**src/rrs_pkg.sv**
```systemverilog
package rrs_pkg;

  ////////////////////////////////////////////////////////////////////////////////
  // timing
  localparam int unsigned CLK_HZ        = 200_000_000;
  localparam int unsigned TEL_RUN_HZ    = 25;
  localparam int unsigned TEL_STBY_HZ   = 1;
  localparam int unsigned PG_DLY_MIN_US = 200;
  localparam int unsigned PG_DLY_MAX_US = 25000;
  localparam int unsigned CYC_PER_US    = CLK_HZ / 1_000_000;
  localparam int unsigned PG_SEL_STEPS  = 15;

  localparam logic [31:0] TEL_RUN_CYC     = 32'(CLK_HZ / TEL_RUN_HZ);
  localparam logic [31:0] TEL_STBY_CYC    = 32'(CLK_HZ / TEL_STBY_HZ);
  localparam logic [31:0] PG_DLY_MIN_CYC  = 32'(PG_DLY_MIN_US * CYC_PER_US);
  localparam logic [31:0] PG_DLY_MAX_CYC  = 32'(PG_DLY_MAX_US * CYC_PER_US);
  localparam logic [31:0] PG_DLY_STEP_CYC = 32'((PG_DLY_MAX_CYC - PG_DLY_MIN_CYC) / PG_SEL_STEPS);
  localparam logic [4:0]  PG_BLANK_SW     = 5'h10;
  localparam logic [15:0] SW_HALF_CYC     = 16'h0032;

  ////////////////////////////////////////////////////////////////////////////////
  // thermal thresholds, 1 degree per bit
  localparam logic signed [15:0] TEMP_WARN_C = 16'sh0096;
  localparam logic signed [15:0] TEMP_SHDN_C = 16'sh00AA;
  localparam logic signed [15:0] TEMP_HYST_C = 16'sh0014;

  ////////////////////////////////////////////////////////////////////////////////
  // register indices, byte address is four times the index
  localparam logic [7:0] IDX_ON_OFF       = 8'h01;
  localparam logic [7:0] IDX_FAULT_STATUS = 8'h79;
  localparam logic [7:0] IDX_VIN_VAL      = 8'h88;
  localparam logic [7:0] IDX_IIN_VAL      = 8'h89;
  localparam logic [7:0] IDX_VOUT_VAL     = 8'h8B;
  localparam logic [7:0] IDX_IOUT_VAL     = 8'h8C;
  localparam logic [7:0] IDX_TEMP_VAL     = 8'h8D;
  localparam logic [7:0] IDX_MARGIN_UP    = 8'hE5;
  localparam logic [7:0] IDX_OFFSET_CMD   = 8'hE8;
  localparam logic [7:0] IDX_MARGIN_DOWN  = 8'hED;

  // on/off byte fields
  localparam int unsigned OP_ON_BIT  = 7;
  localparam int unsigned OP_SEL_LSB = 4;
  localparam logic [1:0]  OP_SEL_LO  = 2'h1;
  localparam logic [1:0]  OP_SEL_HI  = 2'h2;
  localparam logic [7:0]  OP_RST     = 8'h80;
  localparam logic [15:0] MARGIN_RST = 16'h0000;

  // fault status fields
  localparam int unsigned STS_CML  = 1;
  localparam int unsigned STS_TEMP = 2;
  localparam int unsigned STS_PGN  = 11;
  localparam int unsigned STS_VOUT = 15;
  localparam logic [15:0] STS_RST  = 16'h0000;

  ////////////////////////////////////////////////////////////////////////////////
  // telemetry channels
  localparam logic [2:0] CH_VIN  = 3'h0;
  localparam logic [2:0] CH_IIN  = 3'h1;
  localparam logic [2:0] CH_VOUT = 3'h2;
  localparam logic [2:0] CH_IOUT = 3'h3;
  localparam logic [2:0] CH_TEMP = 3'h4;
  localparam int unsigned N_CH   = 5;
  localparam logic [4:0] MASK_ALL  = 5'h1F;
  localparam logic [4:0] MASK_STBY = 5'h15;
  localparam logic [4:0] MASK_TEMP = 5'h10;

  typedef enum logic [1:0] {
    ST_MSHDN,
    ST_THSHDN,
    ST_STBY,
    ST_RUN
  } rrs_state_e;

  typedef struct packed {
    logic        valid;
    logic [2:0]  chan;
    logic [15:0] data;
  } rrs_adc_s;

endpackage

```
**src/rrs_sync.sv**
```systemverilog
module rrs_sync #(
  parameter int WIDTH = 1
) (
  input  logic             clk,
  input  logic             rst,
  input  logic             ce,
  input  logic [WIDTH-1:0] d,
  output logic [WIDTH-1:0] q
);

  logic [WIDTH-1:0] meta_q;

  // first stage feeds only the second
  always_ff @(posedge clk or posedge rst) begin
    if (rst) begin
      meta_q <= '0;
      q      <= '0;
    end else if (ce) begin
      meta_q <= d;
      q      <= meta_q;
    end
  end

endmodule

```
**src/rrs_top.sv**
```systemverilog
// Function
// - three shutdown controls: master pin, standby pin, on bit
// - master pin low: master shutdown, no regulation, bus silent
// - master shutdown returns every host register to reset value
// - standby pin low or on bit clear: stop regulating, bus alive
// - standby telemetry at 1Hz, only input, output voltage and temperature
// - rising on bit clears latched faults and releases alert unless a temperature warning is still live
// - standby keeps host registers, margin target resumes
// - regulate only with both pins high and on bit set
// - on bit set at power-on and master shutdown entry
// - master pin low overrides standby pin and on bit
// - track input below reference selects track target
// - discontinuous mode while tracking during start-up
// - power good low out of window, default window flag
// - power good rise delayed by selectable interval up to 25ms
// - power good fall blanked for 16 switching cycles
// - over or undervoltage forces continuous mode except while tracking
// - above 150C set temperature status and assert alert
// - above 170C stop regulating, bus silent, temperature still converted
// - both thermal levels clear 20C below their trip
// - temperature status latched until host clears it
// - sense return tied high: amplifiers high impedance
// - clock out is internal switching clock inverted
// - standby line shared, pulled low on own fault
// - latched status bits cleared where host writes one, all of them on a rising on bit or in master shutdown; power-good bit reads live
// - on bit lives in byte register at index 0x01
module rrs_top #(
  parameter logic [31:0] TEL_RUN_CYC     = rrs_pkg::TEL_RUN_CYC,
  parameter logic [31:0] TEL_STBY_CYC    = rrs_pkg::TEL_STBY_CYC,
  parameter logic [31:0] PG_DLY_MIN_CYC  = rrs_pkg::PG_DLY_MIN_CYC,
  parameter logic [31:0] PG_DLY_STEP_CYC = rrs_pkg::PG_DLY_STEP_CYC,
  parameter logic [15:0] SW_HALF_CYC     = rrs_pkg::SW_HALF_CYC
) (
  input  logic              clk,
  input  logic              rst,
  input  logic              ce,
  input  logic [9:0]        avs_address,
  input  logic              avs_read,
  input  logic              avs_write,
  input  logic [31:0]       avs_writedata,
  input  logic [3:0]        avs_byteenable,
  output logic [31:0]       avs_readdata,
  output logic              avs_waitrequest,
  input  logic              master_run_pin,
  input  logic              standby_run_pin_in,
  output logic              standby_run_pin_out,
  output logic              standby_run_pin_oe,
  input  logic              vout_ov_cmp,
  input  logic              vout_uv_cmp,
  input  logic              track_below_ref,
  input  logic              window_limit_pin,
  input  logic              sense_return_tied,
  input  logic [3:0]        good_delay_select_pin,
  input  rrs_pkg::rrs_adc_s adc,
  output logic              adc_start,
  output logic [4:0]        adc_chan_mask,
  output logic              regulate,
  output logic              track_target_sel,
  output logic              dcm_mode,
  output logic              ccm_force,
  output logic              window_default,
  output logic              amp_hiz,
  output logic [15:0]       margin_target,
  output logic              output_ok_flag,
  output logic              output_ok_flag_oe,
  output logic              alert_n,
  output logic              phase_shifted_clock_out
);

  ////////////////////////////////////////////////////////////////////////////////
  // synchronisers

  logic [10:0] sync_in;
  logic [10:0] sync_out;
  logic        mrun_s;
  logic        srun_s;
  logic        ov_s;
  logic        uv_s;
  logic        trk_s;
  logic        wlim_s;
  logic        vss_s;
  logic [3:0]  dsel_s;

  assign sync_in = {master_run_pin, standby_run_pin_in, vout_ov_cmp, vout_uv_cmp,
                    track_below_ref, window_limit_pin, sense_return_tied,
                    good_delay_select_pin};

  rrs_sync #(.WIDTH(11)) u_sync (
    .clk (clk),
    .rst (rst),
    .ce  (ce),
    .d   (sync_in),
    .q   (sync_out)
  );

  assign {mrun_s, srun_s, ov_s, uv_s, trk_s, wlim_s, vss_s, dsel_s} = sync_out;

  ////////////////////////////////////////////////////////////////////////////////
  // run state

  rrs_pkg::rrs_state_e state_q;
  rrs_pkg::rrs_state_e state_d;
  logic [7:0]          op_q;
  logic                thot_q;
  logic                warn_q;

  always_comb begin
    if (!mrun_s) begin
      state_d = rrs_pkg::ST_MSHDN;
    end else if (thot_q) begin
      state_d = rrs_pkg::ST_THSHDN;
    end else if (!srun_s || !op_q[rrs_pkg::OP_ON_BIT]) begin
      state_d = rrs_pkg::ST_STBY;
    end else begin
      state_d = rrs_pkg::ST_RUN;
    end
  end

  always_ff @(posedge clk or posedge rst) begin
    if (rst) begin
      state_q <= rrs_pkg::ST_MSHDN;
    end else if (ce) begin
      state_q <= state_d;
    end
  end

  ////////////////////////////////////////////////////////////////////////////////
  // avalon slave, one wait cycle per access

  logic [7:0]  idx;
  logic        alive;
  logic        wr_take;
  logic        rd_take;
  logic        mapped;
  logic        wr_ok;
  logic [31:0] rd_mux;
  logic [15:0] be_mask;
  logic [15:0] vcmd_q;
  logic [15:0] mhi_q;
  logic [15:0] mlo_q;
  logic [15:0] status_q;
  logic [15:0] tel_q [rrs_pkg::N_CH];
  logic        pg_q;

  assign idx     = avs_address[9:2];
  assign alive   = (state_q == rrs_pkg::ST_RUN) || (state_q == rrs_pkg::ST_STBY);
  assign wr_take = avs_write && !avs_waitrequest;
  assign rd_take = avs_read && !avs_waitrequest;
  assign be_mask = {{8{avs_byteenable[1]}}, {8{avs_byteenable[0]}}};

  always_comb begin
    rd_mux = 32'h0000_0000;
    mapped = 1'b1;
    wr_ok  = 1'b1;
    if (idx == rrs_pkg::IDX_ON_OFF) begin
      rd_mux = {24'h00_0000, op_q};
    end else if (idx == rrs_pkg::IDX_FAULT_STATUS) begin
      rd_mux = {16'h0000, status_q | (16'(!pg_q) << rrs_pkg::STS_PGN)};
    end else if (idx == rrs_pkg::IDX_OFFSET_CMD) begin
      rd_mux = {16'h0000, vcmd_q};
    end else if (idx == rrs_pkg::IDX_MARGIN_UP) begin
      rd_mux = {16'h0000, mhi_q};
    end else if (idx == rrs_pkg::IDX_MARGIN_DOWN) begin
      rd_mux = {16'h0000, mlo_q};
    end else if (idx == rrs_pkg::IDX_VIN_VAL) begin
      rd_mux = {16'h0000, tel_q[rrs_pkg::CH_VIN]};
      wr_ok  = 1'b0;
    end else if (idx == rrs_pkg::IDX_IIN_VAL) begin
      rd_mux = {16'h0000, tel_q[rrs_pkg::CH_IIN]};
      wr_ok  = 1'b0;
    end else if (idx == rrs_pkg::IDX_VOUT_VAL) begin
      rd_mux = {16'h0000, tel_q[rrs_pkg::CH_VOUT]};
      wr_ok  = 1'b0;
    end else if (idx == rrs_pkg::IDX_IOUT_VAL) begin
      rd_mux = {16'h0000, tel_q[rrs_pkg::CH_IOUT]};
      wr_ok  = 1'b0;
    end else if (idx == rrs_pkg::IDX_TEMP_VAL) begin
      rd_mux = {16'h0000, tel_q[rrs_pkg::CH_TEMP]};
      wr_ok  = 1'b0;
    end else begin
      mapped = 1'b0;
      wr_ok  = 1'b0;
    end
  end

  // silent states keep waitrequest high; the master hangs until its timeout
  always_ff @(posedge clk or posedge rst) begin
    if (rst) begin
      avs_waitrequest <= 1'b1;
      avs_readdata    <= 32'h0000_0000;
    end else if (ce) begin
      if (!avs_waitrequest) begin
        avs_waitrequest <= 1'b1;
      end else if ((avs_read || avs_write) && alive) begin
        avs_waitrequest <= 1'b0;
        avs_readdata    <= avs_read ? rd_mux : 32'h0000_0000;
      end
    end
  end

  ////////////////////////////////////////////////////////////////////////////////
  // host registers

  logic on_rise;

  assign on_rise = wr_take && (idx == rrs_pkg::IDX_ON_OFF) && avs_byteenable[0] &&
                   avs_writedata[rrs_pkg::OP_ON_BIT] && !op_q[rrs_pkg::OP_ON_BIT];

  // standby leaves these untouched, so the margin target comes back as it was
  always_ff @(posedge clk or posedge rst) begin
    if (rst) begin
      op_q   <= rrs_pkg::OP_RST;
      vcmd_q <= rrs_pkg::MARGIN_RST;
      mhi_q  <= rrs_pkg::MARGIN_RST;
      mlo_q  <= rrs_pkg::MARGIN_RST;
    end else if (ce) begin
      if (!mrun_s) begin
        op_q   <= rrs_pkg::OP_RST;
        vcmd_q <= rrs_pkg::MARGIN_RST;
        mhi_q  <= rrs_pkg::MARGIN_RST;
        mlo_q  <= rrs_pkg::MARGIN_RST;
      end else if (wr_take) begin
        if (idx == rrs_pkg::IDX_ON_OFF && avs_byteenable[0]) begin
          op_q <= avs_writedata[7:0];
        end
        if (idx == rrs_pkg::IDX_OFFSET_CMD) begin
          vcmd_q <= (vcmd_q & ~be_mask) | (avs_writedata[15:0] & be_mask);
        end
        if (idx == rrs_pkg::IDX_MARGIN_UP) begin
          mhi_q <= (mhi_q & ~be_mask) | (avs_writedata[15:0] & be_mask);
        end
        if (idx == rrs_pkg::IDX_MARGIN_DOWN) begin
          mlo_q <= (mlo_q & ~be_mask) | (avs_writedata[15:0] & be_mask);
        end
      end
    end
  end

  ////////////////////////////////////////////////////////////////////////////////
  // fault status and alert

  logic [15:0] sts_set;
  logic [15:0] sts_clr;
  logic [15:0] status_d;
  logic        pg_fall;

  always_comb begin
    sts_set                    = 16'h0000;
    sts_set[rrs_pkg::STS_TEMP] = warn_q;
    sts_set[rrs_pkg::STS_CML]  = (wr_take && !wr_ok) || (rd_take && !mapped);
    sts_set[rrs_pkg::STS_VOUT] = pg_fall;
    sts_clr = 16'h0000;
    if (wr_take && idx == rrs_pkg::IDX_FAULT_STATUS) begin
      sts_clr = avs_writedata[15:0] & be_mask;
    end
    if (on_rise) begin
      sts_clr = 16'hFFFF;
    end
    // set wins over clear, a live warning cannot be wiped
    status_d = (status_q & ~sts_clr) | sts_set;
  end

  always_ff @(posedge clk or posedge rst) begin
    if (rst) begin
      status_q <= rrs_pkg::STS_RST;
      alert_n  <= 1'b1;
    end else if (ce) begin
      status_q <= mrun_s ? status_d : rrs_pkg::STS_RST;
      alert_n  <= !(mrun_s && (|status_d));
    end
  end

  ////////////////////////////////////////////////////////////////////////////////
  // switching clock and phase-shifted copy

  logic [15:0] sw_cnt_q;
  logic        sw_phase_q;
  logic        sw_half;
  logic        sw_tick;

  assign sw_half = (sw_cnt_q == SW_HALF_CYC - 16'h0001);
  assign sw_tick = sw_half && !sw_phase_q;

  always_ff @(posedge clk or posedge rst) begin
    if (rst) begin
      sw_cnt_q                <= 16'h0000;
      sw_phase_q              <= 1'b0;
      phase_shifted_clock_out <= 1'b1;
    end else if (ce) begin
      if (!mrun_s) begin
        sw_cnt_q                <= 16'h0000;
        sw_phase_q              <= 1'b0;
        phase_shifted_clock_out <= 1'b1;
      end else if (sw_half) begin
        sw_cnt_q                <= 16'h0000;
        sw_phase_q              <= !sw_phase_q;
        phase_shifted_clock_out <= sw_phase_q;
      end else begin
        sw_cnt_q <= sw_cnt_q + 16'h0001;
      end
    end
  end

  ////////////////////////////////////////////////////////////////////////////////
  // power good qualification

  logic        in_win;
  logic [31:0] dly_tgt;
  logic [31:0] dly_cnt_q;
  logic [4:0]  blank_q;
  logic        pg_d;

  assign in_win  = !ov_s && !uv_s;
  assign dly_tgt = PG_DLY_MIN_CYC + 32'(PG_DLY_STEP_CYC * {28'h000_0000, dsel_s});
  assign pg_fall = pg_q && regulate && !in_win && sw_tick &&
                   (blank_q == rrs_pkg::PG_BLANK_SW - 5'h01);

  always_comb begin
    pg_d = pg_q;
    if (!regulate || pg_fall) begin
      pg_d = 1'b0;
    end else if (in_win && !pg_q && dly_cnt_q >= dly_tgt) begin
      pg_d = 1'b1;
    end
  end

  always_ff @(posedge clk or posedge rst) begin
    if (rst) begin
      pg_q              <= 1'b0;
      dly_cnt_q         <= 32'h0000_0000;
      blank_q           <= 5'h00;
      output_ok_flag    <= 1'b0;
      output_ok_flag_oe <= 1'b1;
    end else if (ce) begin
      pg_q              <= pg_d;
      output_ok_flag    <= pg_d;
      output_ok_flag_oe <= !pg_d;
      if (!regulate || !in_win) begin
        dly_cnt_q <= 32'h0000_0000;
      end else if (!pg_q) begin
        dly_cnt_q <= dly_cnt_q + 32'h0000_0001;
      end
      if (!regulate || in_win || pg_fall) begin
        blank_q <= 5'h00;
      end else if (pg_q && sw_tick) begin
        blank_q <= blank_q + 5'h01;
      end
    end
  end

  ////////////////////////////////////////////////////////////////////////////////
  // telemetry scheduling and capture

  logic [31:0]        tel_cnt_q;
  logic [31:0]        tel_per;
  logic [4:0]         tel_mask;
  logic [7:0]         keep8;
  logic signed [15:0] temp;

  assign tel_per = (state_q == rrs_pkg::ST_RUN) ? TEL_RUN_CYC : TEL_STBY_CYC;
  assign keep8   = {3'h0, adc_chan_mask};
  assign temp    = $signed(tel_q[rrs_pkg::CH_TEMP]);

  // thermal shutdown still converts temperature, otherwise it could never clear
  always_comb begin
    case (state_q)
      rrs_pkg::ST_RUN:    tel_mask = rrs_pkg::MASK_ALL;
      rrs_pkg::ST_STBY:   tel_mask = rrs_pkg::MASK_STBY;
      rrs_pkg::ST_THSHDN: tel_mask = rrs_pkg::MASK_TEMP;
      default:            tel_mask = 5'h00;
    endcase
  end

  always_ff @(posedge clk or posedge rst) begin
    if (rst) begin
      tel_cnt_q     <= 32'h0000_0000;
      adc_start     <= 1'b0;
      adc_chan_mask <= 5'h00;
    end else if (ce) begin
      adc_start <= 1'b0;
      if (state_q == rrs_pkg::ST_MSHDN) begin
        tel_cnt_q     <= 32'h0000_0000;
        adc_chan_mask <= 5'h00;
      end else if (tel_cnt_q >= tel_per - 32'h0000_0001) begin
        tel_cnt_q     <= 32'h0000_0000;
        adc_start     <= 1'b1;
        adc_chan_mask <= tel_mask;
      end else begin
        tel_cnt_q <= tel_cnt_q + 32'h0000_0001;
      end
    end
  end

  always_ff @(posedge clk or posedge rst) begin
    if (rst) begin
      for (int i = 0; i < rrs_pkg::N_CH; i++) begin
        tel_q[i] <= 16'h0000;
      end
    end else if (ce) begin
      if (adc.valid && keep8[adc.chan]) begin
        tel_q[adc.chan] <= adc.data;
      end
    end
  end

  ////////////////////////////////////////////////////////////////////////////////
  // thermal levels with hysteresis

  always_ff @(posedge clk or posedge rst) begin
    if (rst) begin
      warn_q <= 1'b0;
      thot_q <= 1'b0;
    end else if (ce) begin
      if (temp > rrs_pkg::TEMP_WARN_C) begin
        warn_q <= 1'b1;
      end else if (temp <= rrs_pkg::TEMP_WARN_C - rrs_pkg::TEMP_HYST_C) begin
        warn_q <= 1'b0;
      end
      if (temp > rrs_pkg::TEMP_SHDN_C) begin
        thot_q <= 1'b1;
      end else if (temp <= rrs_pkg::TEMP_SHDN_C - rrs_pkg::TEMP_HYST_C) begin
        thot_q <= 1'b0;
      end
    end
  end

  ////////////////////////////////////////////////////////////////////////////////
  // converter control outputs

  logic [1:0] msel;
  logic       run_d;

  assign msel  = op_q[rrs_pkg::OP_SEL_LSB +: 2];
  assign run_d = (state_d == rrs_pkg::ST_RUN);

  always_ff @(posedge clk or posedge rst) begin
    if (rst) begin
      regulate            <= 1'b0;
      track_target_sel    <= 1'b0;
      dcm_mode            <= 1'b0;
      ccm_force           <= 1'b0;
      window_default      <= 1'b0;
      amp_hiz             <= 1'b0;
      margin_target       <= rrs_pkg::MARGIN_RST;
      standby_run_pin_out <= 1'b0;
      standby_run_pin_oe  <= 1'b0;
    end else if (ce) begin
      regulate            <= run_d;
      track_target_sel    <= run_d && trk_s;
      dcm_mode            <= run_d && trk_s;
      ccm_force           <= run_d && !trk_s && (ov_s || uv_s);
      window_default      <= wlim_s;
      amp_hiz             <= vss_s;
      margin_target       <= (msel == rrs_pkg::OP_SEL_HI) ? mhi_q :
                             (msel == rrs_pkg::OP_SEL_LO) ? mlo_q : vcmd_q;
      standby_run_pin_out <= 1'b0;
      standby_run_pin_oe  <= (state_d == rrs_pkg::ST_THSHDN);
    end
  end
endmodule

```
**config.mk**
```make
export PLATFORM = sky130hd
export DESIGN_NAME = rrs_top
export DESIGN_NICKNAME = d
export VERILOG_FILES = /design/src/rrs_pkg.sv /design/src/rrs_sync.sv /design/src/rrs_top.sv
export SDC_FILE = /design/constraint.sdc
export NUM_CORES = 1
export LEC_CHECK = 0
export BUFFER_PORTS_ARGS = -buffer_cell sky130_fd_sc_hd__buf_4
export CAP_MARGIN = 10
export CORE_UTILIZATION = 40
export CTS_BUF_LIST = sky130_fd_sc_hd__clkbuf_4
export DETAILED_ROUTE_END_ITERATION = 8
export GPL_TIMING_DRIVEN = 0
export SETUP_SLACK_MARGIN = 0.05
export SLEW_MARGIN = 10
export SYNTH_ARGS = -nofsm -noshare
export SYNTH_HDL_FRONTEND = slang
export SYNTH_SLANG_ARGS = --single-unit
```
**constraint.sdc**
```tcl
create_clock -name clk -period 9.2 [get_ports clk]
set_input_delay 0.46 -clock clk [delete_from_list [all_inputs] [get_ports clk]]
set_output_delay 0.46 -clock clk [all_outputs]
set_load 0.1 [all_outputs]
```
== Yosys cells after proc, flatten, opt, wreduce, memory -nomap -nowiden ==
Cells that the tools add are included.
Word-level totals
  flip-flop bits (word level): 329
  input port bits: 82
  logic and storage cells: 234
  output and inout bits: 67
Operators by class
  multiply operators: 1
  mux-type cells: 77
  bitwise logic cells: 13
  add/subtract/negate cells: 6
  reductions and logical operators: 67
  magnitude comparators: 9
  eq/ne operators: 26
Operators with widths (number)
  $mux 16: 27
  $mux 32: 5
  $and 16x16->16: 5
  $bwmux 80: 1
  $add 32x1->32 const B: 2
  $eq 8x8->1 const B: 8
  $or 16x16->16: 4
  $demux 16 s3: 1
  $ge 32x24->1: 1
  $ge 32x32->1: 1
  $gt 16x9->1 const B: 2
  $le 16x9->1 const B: 2
  $not 16->16: 2
  $mux 1: 31
  $sub 28x1->29 const B: 1
  $mux 28: 1
  $logic_and 1x1->1: 26
  $add 16x23->24 const A: 1
  $mux 8: 3
  $mul 18x4->22 const A: 1
  $mux 5: 4
  $add 16x1->16 const B: 1
  $eq 16x6->1 const B: 1
  $or 16x12->16: 1
  22 further kinds: 67

== Longest topological paths before layout ==
Gate-level depths: netlist of the first run.
  word-level depth: 18
  gate-level depth with buffers: 21
  mapped depth without buffers: 20

== Modules after synthesis ==
A second synthesis of the first run with hierarchy kept.
Unflattened totals
  cells, all modules: 1666
  area, all modules: 16991.3 µm²
By module, submodules not included
  rrs_top: seq. area each 7238.2 µm², instances 1, cells each 1619, area an instance 16166.8 µm²
  rrs_sync: seq. area each 550.5 µm², instances 1, cells each 47, area an instance 824.5 µm²

== Worst setup path before layout of the first run ==
Ideal clock, no wire load.
  path kind: reg-to-reg
  start point: register u_sync.q[2]
  end point: register pg_q
  buffers on the path: 1
  required time: 9081 ps
  data arrival time: 4492 ps
  clock period less this slack: 4611 ps
  stages on the path, launching flop included: 22
  setup time: 119 ps
  setup slack: 4589 ps
  cells stage by stage: dfrtp_1 inv_1 fa_1 inv_1 ha_1 ha_1 clkbuf_1 nand2_1 o311ai_1 nor2_1 xnor2_1 o311ai_1 nand2_1 xnor2_1 ha_1 a21o_1 a21o_1 a21oi_1 and4b_1 o211ai_1 a31o_2 and2_1
On the way
  word-level cells in the longest chain between the ends: 6
RTL lines
  start, declared: line rrs_sync.sv:8  | output logic [WIDTH-1:0] q
  start signal, assigned: line rrs_sync.sv:20  | q <= meta_q;
  $mul 18x4->22: line rrs_top.sv:314  | assign dly_tgt = PG_DLY_MIN_CYC + 32'(PG_DLY_STEP_CYC * {28'h000_0000, dsel_s});
  $add 16x23->24: line rrs_top.sv:314
  $ge 32x24->1: line rrs_top.sv:322  | end else if (in_win && !pg_q && dly_cnt_q >= dly_tgt) begin
  $logic_and 1x1->1: line rrs_top.sv:322
  $mux 1: line rrs_top.sv:322
  $mux 1: line rrs_top.sv:320  | if (!regulate || pg_fall) begin
  end signal, assigned: line rrs_top.sv:335  | pg_q <= pg_d;
  end, declared: line rrs_top.sv:143  | logic pg_q;
Every way passes these cells.
A chain may end at the register's enable or synchronous reset.

== Final worst setup path of the first run ==
Ends and elaborated chain as after synthesis.

==> results of run 1 <==
## layout make-up
class                           count  share of cell area
Clock buffer                      128             0.04811
Multi-Input combinational cell   1218              0.4131
Tap cell                          532             0.03332
Buffer                            105             0.02430
Clock inverter                     31            0.009646
Sequential cell                   311              0.3899
Antenna cell                        2           0.0002505
Inverter                           81             0.01560
Timing Repair Buffer              153             0.06577
## sequential cells by signal, summed over array words and instances (netlist names), 2 cells and up
name	count
temp	16
adc_chan_mask	3
dly_cnt_q	32
margin_target	16
vcmd_q	16
avs_readdata	16
tel_q	64
u_sync.q	11
u_sync.meta_q	11
state_q	2
mhi_q	16
mlo_q	16
blank_q	5
op_q	8
status_q	16
sw_cnt_q	16
tel_cnt_q	32
## cells in the final DEF, fill, tap and decap left out, types with 42 or more instances in the layout
| master | netlist | layout |
|---|---|---|
| a21oi_1 | 76 | 76 |
| buf_4 | 21 | 129 |
| clkbuf_1 | 68 | 68 |
| clkbuf_4 | 0 | 128 |
| dfrtp_1 | 306 | 306 |
| dlygate4sd3_1 | 0 | 42 |
| ha_1 | 58 | 58 |
| inv_1 | 81 | 80 |
| mux2_2 | 101 | 101 |
| nand2_1 | 162 | 162 |
| nor2_1 | 141 | 141 |
| o21ai_0 | 93 | 93 |
| o22ai_1 | 51 | 51 |
| xor2_1 | 52 | 52 |
## per-layer routing
layer  share of wire  wire length (µm)  vias up
met5         0.00044                23        -
met4           0.045              2370        4
met3           0.075              3954      144
met2            0.44             23360      561
met1            0.44             22970     7154
li1                -                 -     6736
## tightest hold or removal path, cell delays in order
cell	delay, ps
buf_4	90
nor4_2	110
mux2_2	240
## repair_timing
item | 4_1_cts | 5_1_grt
setup endpoints to repair | 0 | 0
hold endpoints to repair | 175 | 0
hold buffers | 42 | 0
## metrics by stage
step / power, W / std cells / hold slack [ps] / util / instance area (µm²)
4_1_cts: 0.004103 / 2559 / 31.39 / 0.4858 / 19970
6_report: 0.004064 / 2561 / 97.94 / 0.4859 / 19980
5_1_grt: 0.004281 / 2561 / 42.25 / 0.4859 / 19980
3_3_place_gp: 0.002706 / 2355 / 454.6 / 0.4451 / 18300
2_1_floorplan: 0.002423 / 1715 / 443.7 / - / 16820
3_5_place_dp: 0.002737 / 2358 / 461.6 / 0.4475 / 18400
## power by group through the flow
stage                     Sequential [W]  Combinational (W)  Clock [W]
after global placement           0.00169            0.00102          0
final                            0.00167            0.00106    0.00133
after detailed placement         0.00169            0.00105          0
after floorplan                  0.00181           0.000613          0
after global routing             0.00168            0.00116    0.00144
after CTS                        0.00167            0.00107    0.00137
## worst max path at each step
stage           startpoint                to  slack (ps)  cells past startpoint
2_1_floorplan          rst  adc_chan_mask[2]         150                      1
3_3_place_gp           rst  u_sync.meta_q[2]       -3590                      2
3_5_place_dp   u_sync.q[2]              pg_q        3730                     20
4_1_cts        u_sync.q[2]              pg_q        3700                     20
5_1_grt        u_sync.q[2]              pg_q        3350                     20
6_report       u_sync.q[2]              pg_q        3650                     20
## kinds of logic (layout without fill, tap and decap cells)
| family | after synthesis | after routing | share of synthesized area |
|---|---|---|---|
| muxes | 103 | 103 | 0.06905 |
| buffers and inverters | 186 | 498 | 0.04710 |
| AOI/OAI and AO/OA | 444 | 444 | 0.1800 |
| adders and majority gates | 62 | 62 | 0.04807 |
| xor gates and xnor gates | 86 | 86 | 0.04494 |
| DFF | 311 | 311 | 0.4647 |
| and+or+nand+nor | 506 | 506 | 0.1459 |
| other | 1 | 19 | 0.0002237 |
==> out/results.tsv, run 1 <==
stage	metric	value	unit
grt	first-pass GRT wire length	81340	µm
route	DRT Wirelength	52680	µm
timing	Layout Skew	68.03	ps
route	DR DRC count	5	
critical_path	Startpoint Class	register	
yosys	top cell type's share of synthesized area	0.4569	
route	drt initial violations	1319	
grt	GR Util met1	0.3352	
placement	dpl ws	3729	ps
timing	final setup TNS	0	ps
timing	Slew headroom	0.3009	
worst_hold_path	Hold Path Origin	adc[18]	
die	die width	206.7	µm
yosys	Syn Std Cell Area	16760	µm²
route	Final ANT Viol Nets	0	
pwr	Clock Power Share	0.328	
layout	Reg area	7789	µm²
yosys	Avg Cell Area, Syn	9.865	µm²
grt	gr ovfl total	0	
grt	total track usage	0.2506	
clocking	CTS Buf Count	89	
yosys	top cells by count, synth	306 x dfrtp_1, 162 x nand2_1, 141 x nor2_1	
die	Die Y	206.7	µm
critical_path	R2R Path End	pg_q	
pwr	logic gate share of total power	0.261	
timing	max-slew violations	0	
critical_path	worst r2r path cells	20	
timing	Fin. Hold Viols	0	
critical_path	flop-to-flop setup slack	3650	ps
grt	initial antenna violation count	5	
layout	nets@finish	2103	
clocking	CTS root buffer	clkbuf_4	
die	starting density of the core	0.4077	
critical_path	Critical Path End Type	register	
yosys	leading area contributor after synthesis	dfrtp_1	
route	Avg Vias per Cell	5.701	
yosys	Synth Register Bits	311	
grt	vias in the first global route	14390	
yosys	sequential fraction of the synthesis area	0.4647	
critical_path	arrival time at the worst endpoint	6230	ps
die	core area	41110	µm²
timing	actual slew at the worst max-slew pin	1040	ps
yosys	top_reg_cell synth	dfrtp_1	
yosys	Yosys warning total	0	
critical_path	crit path kind	reg2reg	
pwr	Net Sw Frac	0.3636	
yosys	Post-synth ARST share	1.000	
clocking	CTS H-tree lvls	3	
layout	layout cells sized above 1	0.1993	
die	die area	42720	µm²
run_status	failing checks	DRC	
critical_path	most used cell, CP	ha_1	
critical_path	Crit path required time	9880	ps
critical_path	RR Startpoint	u_sync.q[2]	
placement	placer congestion estimate	0.9688	
yosys	number of flops mapped to enable cells by yosys	0	
layout	area of the multi-input gates	8252	µm²
layout	area grow syn2layout	19.18	%
timing	final setup fails	0	
grt	met2 Track Usage GR	0.3849	
pwr	cell-internal power	0.002586	W
timing	setup ws final	3652	ps
worst_hold_path	Hold Path Sink	tel_q[59]	
pwr	Psw	0.001478	W
clocking	Reg clk slew, reported paths	70	ps
grt	Most Crowded Layer GR	met2	
timing	Max Clock Freq	180.3	MHz
pwr	Seq pwr share	0.411	
clocking	clk_lat worst skew	840	ps
yosys	most common cell in the netlist	dfrtp_1	
die	I/O pins	149	
clocking	Resize count post-CTS	0	
route	wire length per cell	20.57	µm
route	First-pass DRT Iterations	9	
yosys	top post-synthesis cells by area	dfrtp_1 46%, mux2_2 6.8%, ha_1 4.3%	
clocking	Sink Count	311	
route	DR vias	14600	
critical_path	CP top delay family	compound AO/OA/AOI/OAI gates	
clocking	CTS tree	built	
placement	PortBufs	108	
worst_hold_path	HP Class	in2reg	
run_status	outcome	complete, but fails checks	
timing	fin crit share	0.6030	
critical_path	slowest CP cell	fa_1	
yosys	Cells after Synth	1699	
timing	RSZ-0062 raised after global routing	no	
critical_path	crit-path cells	inv_1 -> fa_1 -> inv_1 -> ha_1 -> ha_1 -> clkbuf_1 -> nand2_1 -> o311ai_1 -> nor2_1 -> xnor2_1 -> o311ai_1 -> a21oi_1 -> xnor2_1 -> ha_1 -> a21o_1 -> a21oi_1 -> and4b_1 -> o211ai_1 -> a31o_2 -> and2_1	
die	Rows	74	
job	max_cap viols	0	
yosys	post-synth cell types	78	
critical_path	worst-path fanout max	10	
worst_hold_path	hold path cells	3	
clocking	CTS Buffer Depth	3	
pwr	leak pwr	9.113	nW
placement	dpl hpwl	38580	µm
layout	filler instances	3917	
critical_path	slowest stage delay, CP	540	ps
grt	met3 GRT Util	0.05573	
clocking	setup repair bufs after CTS	0	
pwr	Peak supply drop	0.0001501	V
pwr	pwr/cell area	203.4	nW/µm²
timing	Tmin final	5548	ps
grt	largest net degree at the start of global routing	87	
critical_path	number of buffers and inverters on the critical path	3	
Note: power is estimated with default switching activity, not from simulation.
==> inputs of run 2 (changes only) <==
- clock period: 9.2 -> 5.3 ns (I/O delays scaled with it)
==> out/results.tsv, run 2 (synthesis results as in run 1) <==
stage	metric	value	unit
critical_path	crit path kind	reg2reg	
run_status	failing checks	DRC	
clocking	clk_lat worst skew	830	ps
placement	DP Area	18490	µm²
critical_path	number of buffers and inverters on the critical path	2	
placement	dpl ws	-185.7	ps
route	First-pass DRT Iterations	9	
pwr	pwr/cell area	350.3	nW/µm²
layout	fin util	0.4917	
grt	first-pass GRT wire length	81560	µm
clocking	CTS Buf Count	85	
die	Rows	74	
clocking	CTS H-tree lvls	3	
route	Avg Vias per Cell	5.718	
timing	final setup fails	0	
critical_path	slowest stage delay, CP	490	ps
critical_path	arrival time at the worst endpoint	5610	ps
critical_path	worst-path fanout max	6	
die	core area	41110	µm²
grt	gr ovfl total	0	
clocking	CTS Buffer Depth	3	
critical_path	Critical Path End Type	register	
route	DRT Wirelength	53440	µm
layout	most common cell after layout, fill and taps aside	dfrtp_1	
critical_path	CP top delay family	compound AO/OA/AOI/OAI gates	
critical_path	crit-path cells	inv_1 -> fa_1 -> fa_1 -> inv_1 -> ha_2 -> nand4_1 -> or3_1 -> a211o_1 -> o2111ai_1 -> o311ai_2 -> a21oi_1 -> xnor2_1 -> ha_1 -> a21o_1 -> a21oi_2 -> and4b_1 -> o211ai_1 -> a31o_2 -> and2_1	
placement	dpl hpwl	38960	µm
job	max_cap viols	0	
pwr	Tot Pwr	0.007081	W
timing	Layout Skew	82.75	ps
run_status	outcome	complete, but fails checks	
route	DR DRC count	9	
timing	max-slew violations	0	
timing	Fin. Hold Viols	0	
layout	filler instances	3879	
layout	layout cells sized above 1	0.2053	
route	drt initial violations	1281	
worst_hold_path	HP Class	in2reg	
clocking	CTS tree	built	
placement	placer congestion estimate	0.9693	
grt	initial antenna violation count	3	
layout	most frequent cells in the layout	304 x dfrtp_1, 162 x nand2_1, 141 x nor2_1	
grt	largest net degree at the start of global routing	39	
clocking	CTS root buffer	clkbuf_4	
layout	Final Cell Area	20210	µm²
layout	area grow syn2layout	20.60	%
clocking	Reg clk slew, reported paths	60	ps
timing	fin crit share	0.9326	
timing	Slew headroom	0.3207	
layout	Largest Register	tel_q	
timing	Tmin final	4943	ps
route	Final ANT Viol Nets	0	
die	starting density of the core	0.4077	
grt	total track usage	0.2540	
route	DR vias	14700	
pwr	leak pwr	9.232	nW
layout	nets@finish	2119	
die	Die Y	206.7	µm
pwr	Peak supply drop	0.0002682	V
die	I/O pins	149	
layout	biggest regs	tel_q x64, dly_cnt_q x32, tel_cnt_q x32	
placement	PortBufs	108	
grt	vias in the first global route	14240	
timing	RSZ-0062 raised after global routing	no	
clocking	Sink Count	311	
critical_path	Startpoint Class	register	
layout	max FFs per register	64	
timing	actual slew at the worst max-slew pin	1011	ps
timing	Max Clock Freq	202.3	MHz
critical_path	slowest CP cell	fa_1	
die	die width	206.7	µm
die	die area	42720	µm²
critical_path	Crit path required time	5970	ps
route	wire length per cell	20.79	µm
timing	setup ws final	357.2	ps
[run 2: changes by cell type in the layout (fill, tap and decap cells not counted), sizes merged, moves of 2 or more]
cell         delta
clkinv          -4
buf             +8
inv             -2
clkbuf          -6
dlygate4sd3    +13
[run 2: layer usage]
layer	up-vias	share of wire	track usage
met5	-	0.00017	0
met4	2	0.043	0.1202
met3	149	0.082	0.06688
met2	609	0.45	0.3905
met1	7170	0.42	0.3332
li1	6772	-	-
[run 2: power breakdown]
part	internal (W)	switching, W
Combinational	0.000676	0.00123
Clock	0.00121	0.00108
Sequential	0.00263	0.000262
Total	0.00452	0.00256
[run 2: final timing paths]
check                                   end  depth (start not counted)  slack [ps]       startpoint
max                                    pg_q                         19         360      u_sync.q[3]
min                             status_q[1]                          4         100        avs_write
max reg2reg                            pg_q                         19         360      u_sync.q[3]
min reg2reg                 avs_readdata[4]                          2         480  avs_readdata[4]
max in group asynchronous  u_sync.meta_q[5]                          7        3740              rst
min in group asynchronous         mlo_q[12]                          3         130              rst
[run 2: layout make-up]
class | instances | area, µm² | share of cell area
Clock inverter | 25 | 178.9 | 0.008852
Antenna cell | 3 | 7.507 | 0.0003714
Timing Repair Buffer | 174 | 1556 | 0.07700
Sequential cell | 311 | 7791 | 0.3855
Clock buffer | 123 | 923.4 | 0.04568
Buffer | 104 | 481.7 | 0.02383
Inverter | 81 | 307.8 | 0.01523
Multi-Input combinational cell | 1218 | 8300 | 0.4106
Tap cell | 532 | 665.6 | 0.03293
[run 2: timing repair]
item	CTS	global route
setup endpoints to repair	2	2
endpoints found under the hold margin	237	0
setup buffers	0	2
pin swaps	0	1
hold buffers	55	0
resized for setup	6	6
[run 2: stage by stage]
stage | std cells | hold slack (ps) | TNS, ps
global placement | 2355 | 455.7 | -332570
floorplan | 1715 | 381.8 | 0
CTS | 2566 | 28.06 | 0
finish | 2571 | 104.6 | 0
detailed placement | 2364 | 427.4 | -316.5
global route | 2570 | 53.79 | 0
[run 2: worst register-to-register path, stage by stage (launching register included)]
cell       delay [ps]
dfrtp_2           440
inv_1             100
fa_1              430
fa_1              490
inv_1              50
ha_2              380
nand4_1            80
or3_1             350
a211o_1           270
o2111ai_1         180
o311ai_2          220
a21oi_1           220
xnor2_1           190
ha_1              300
a21o_1            170
a21oi_2           200
and4b_1           220
o211ai_1          120
a31o_2            290
and2_1            130
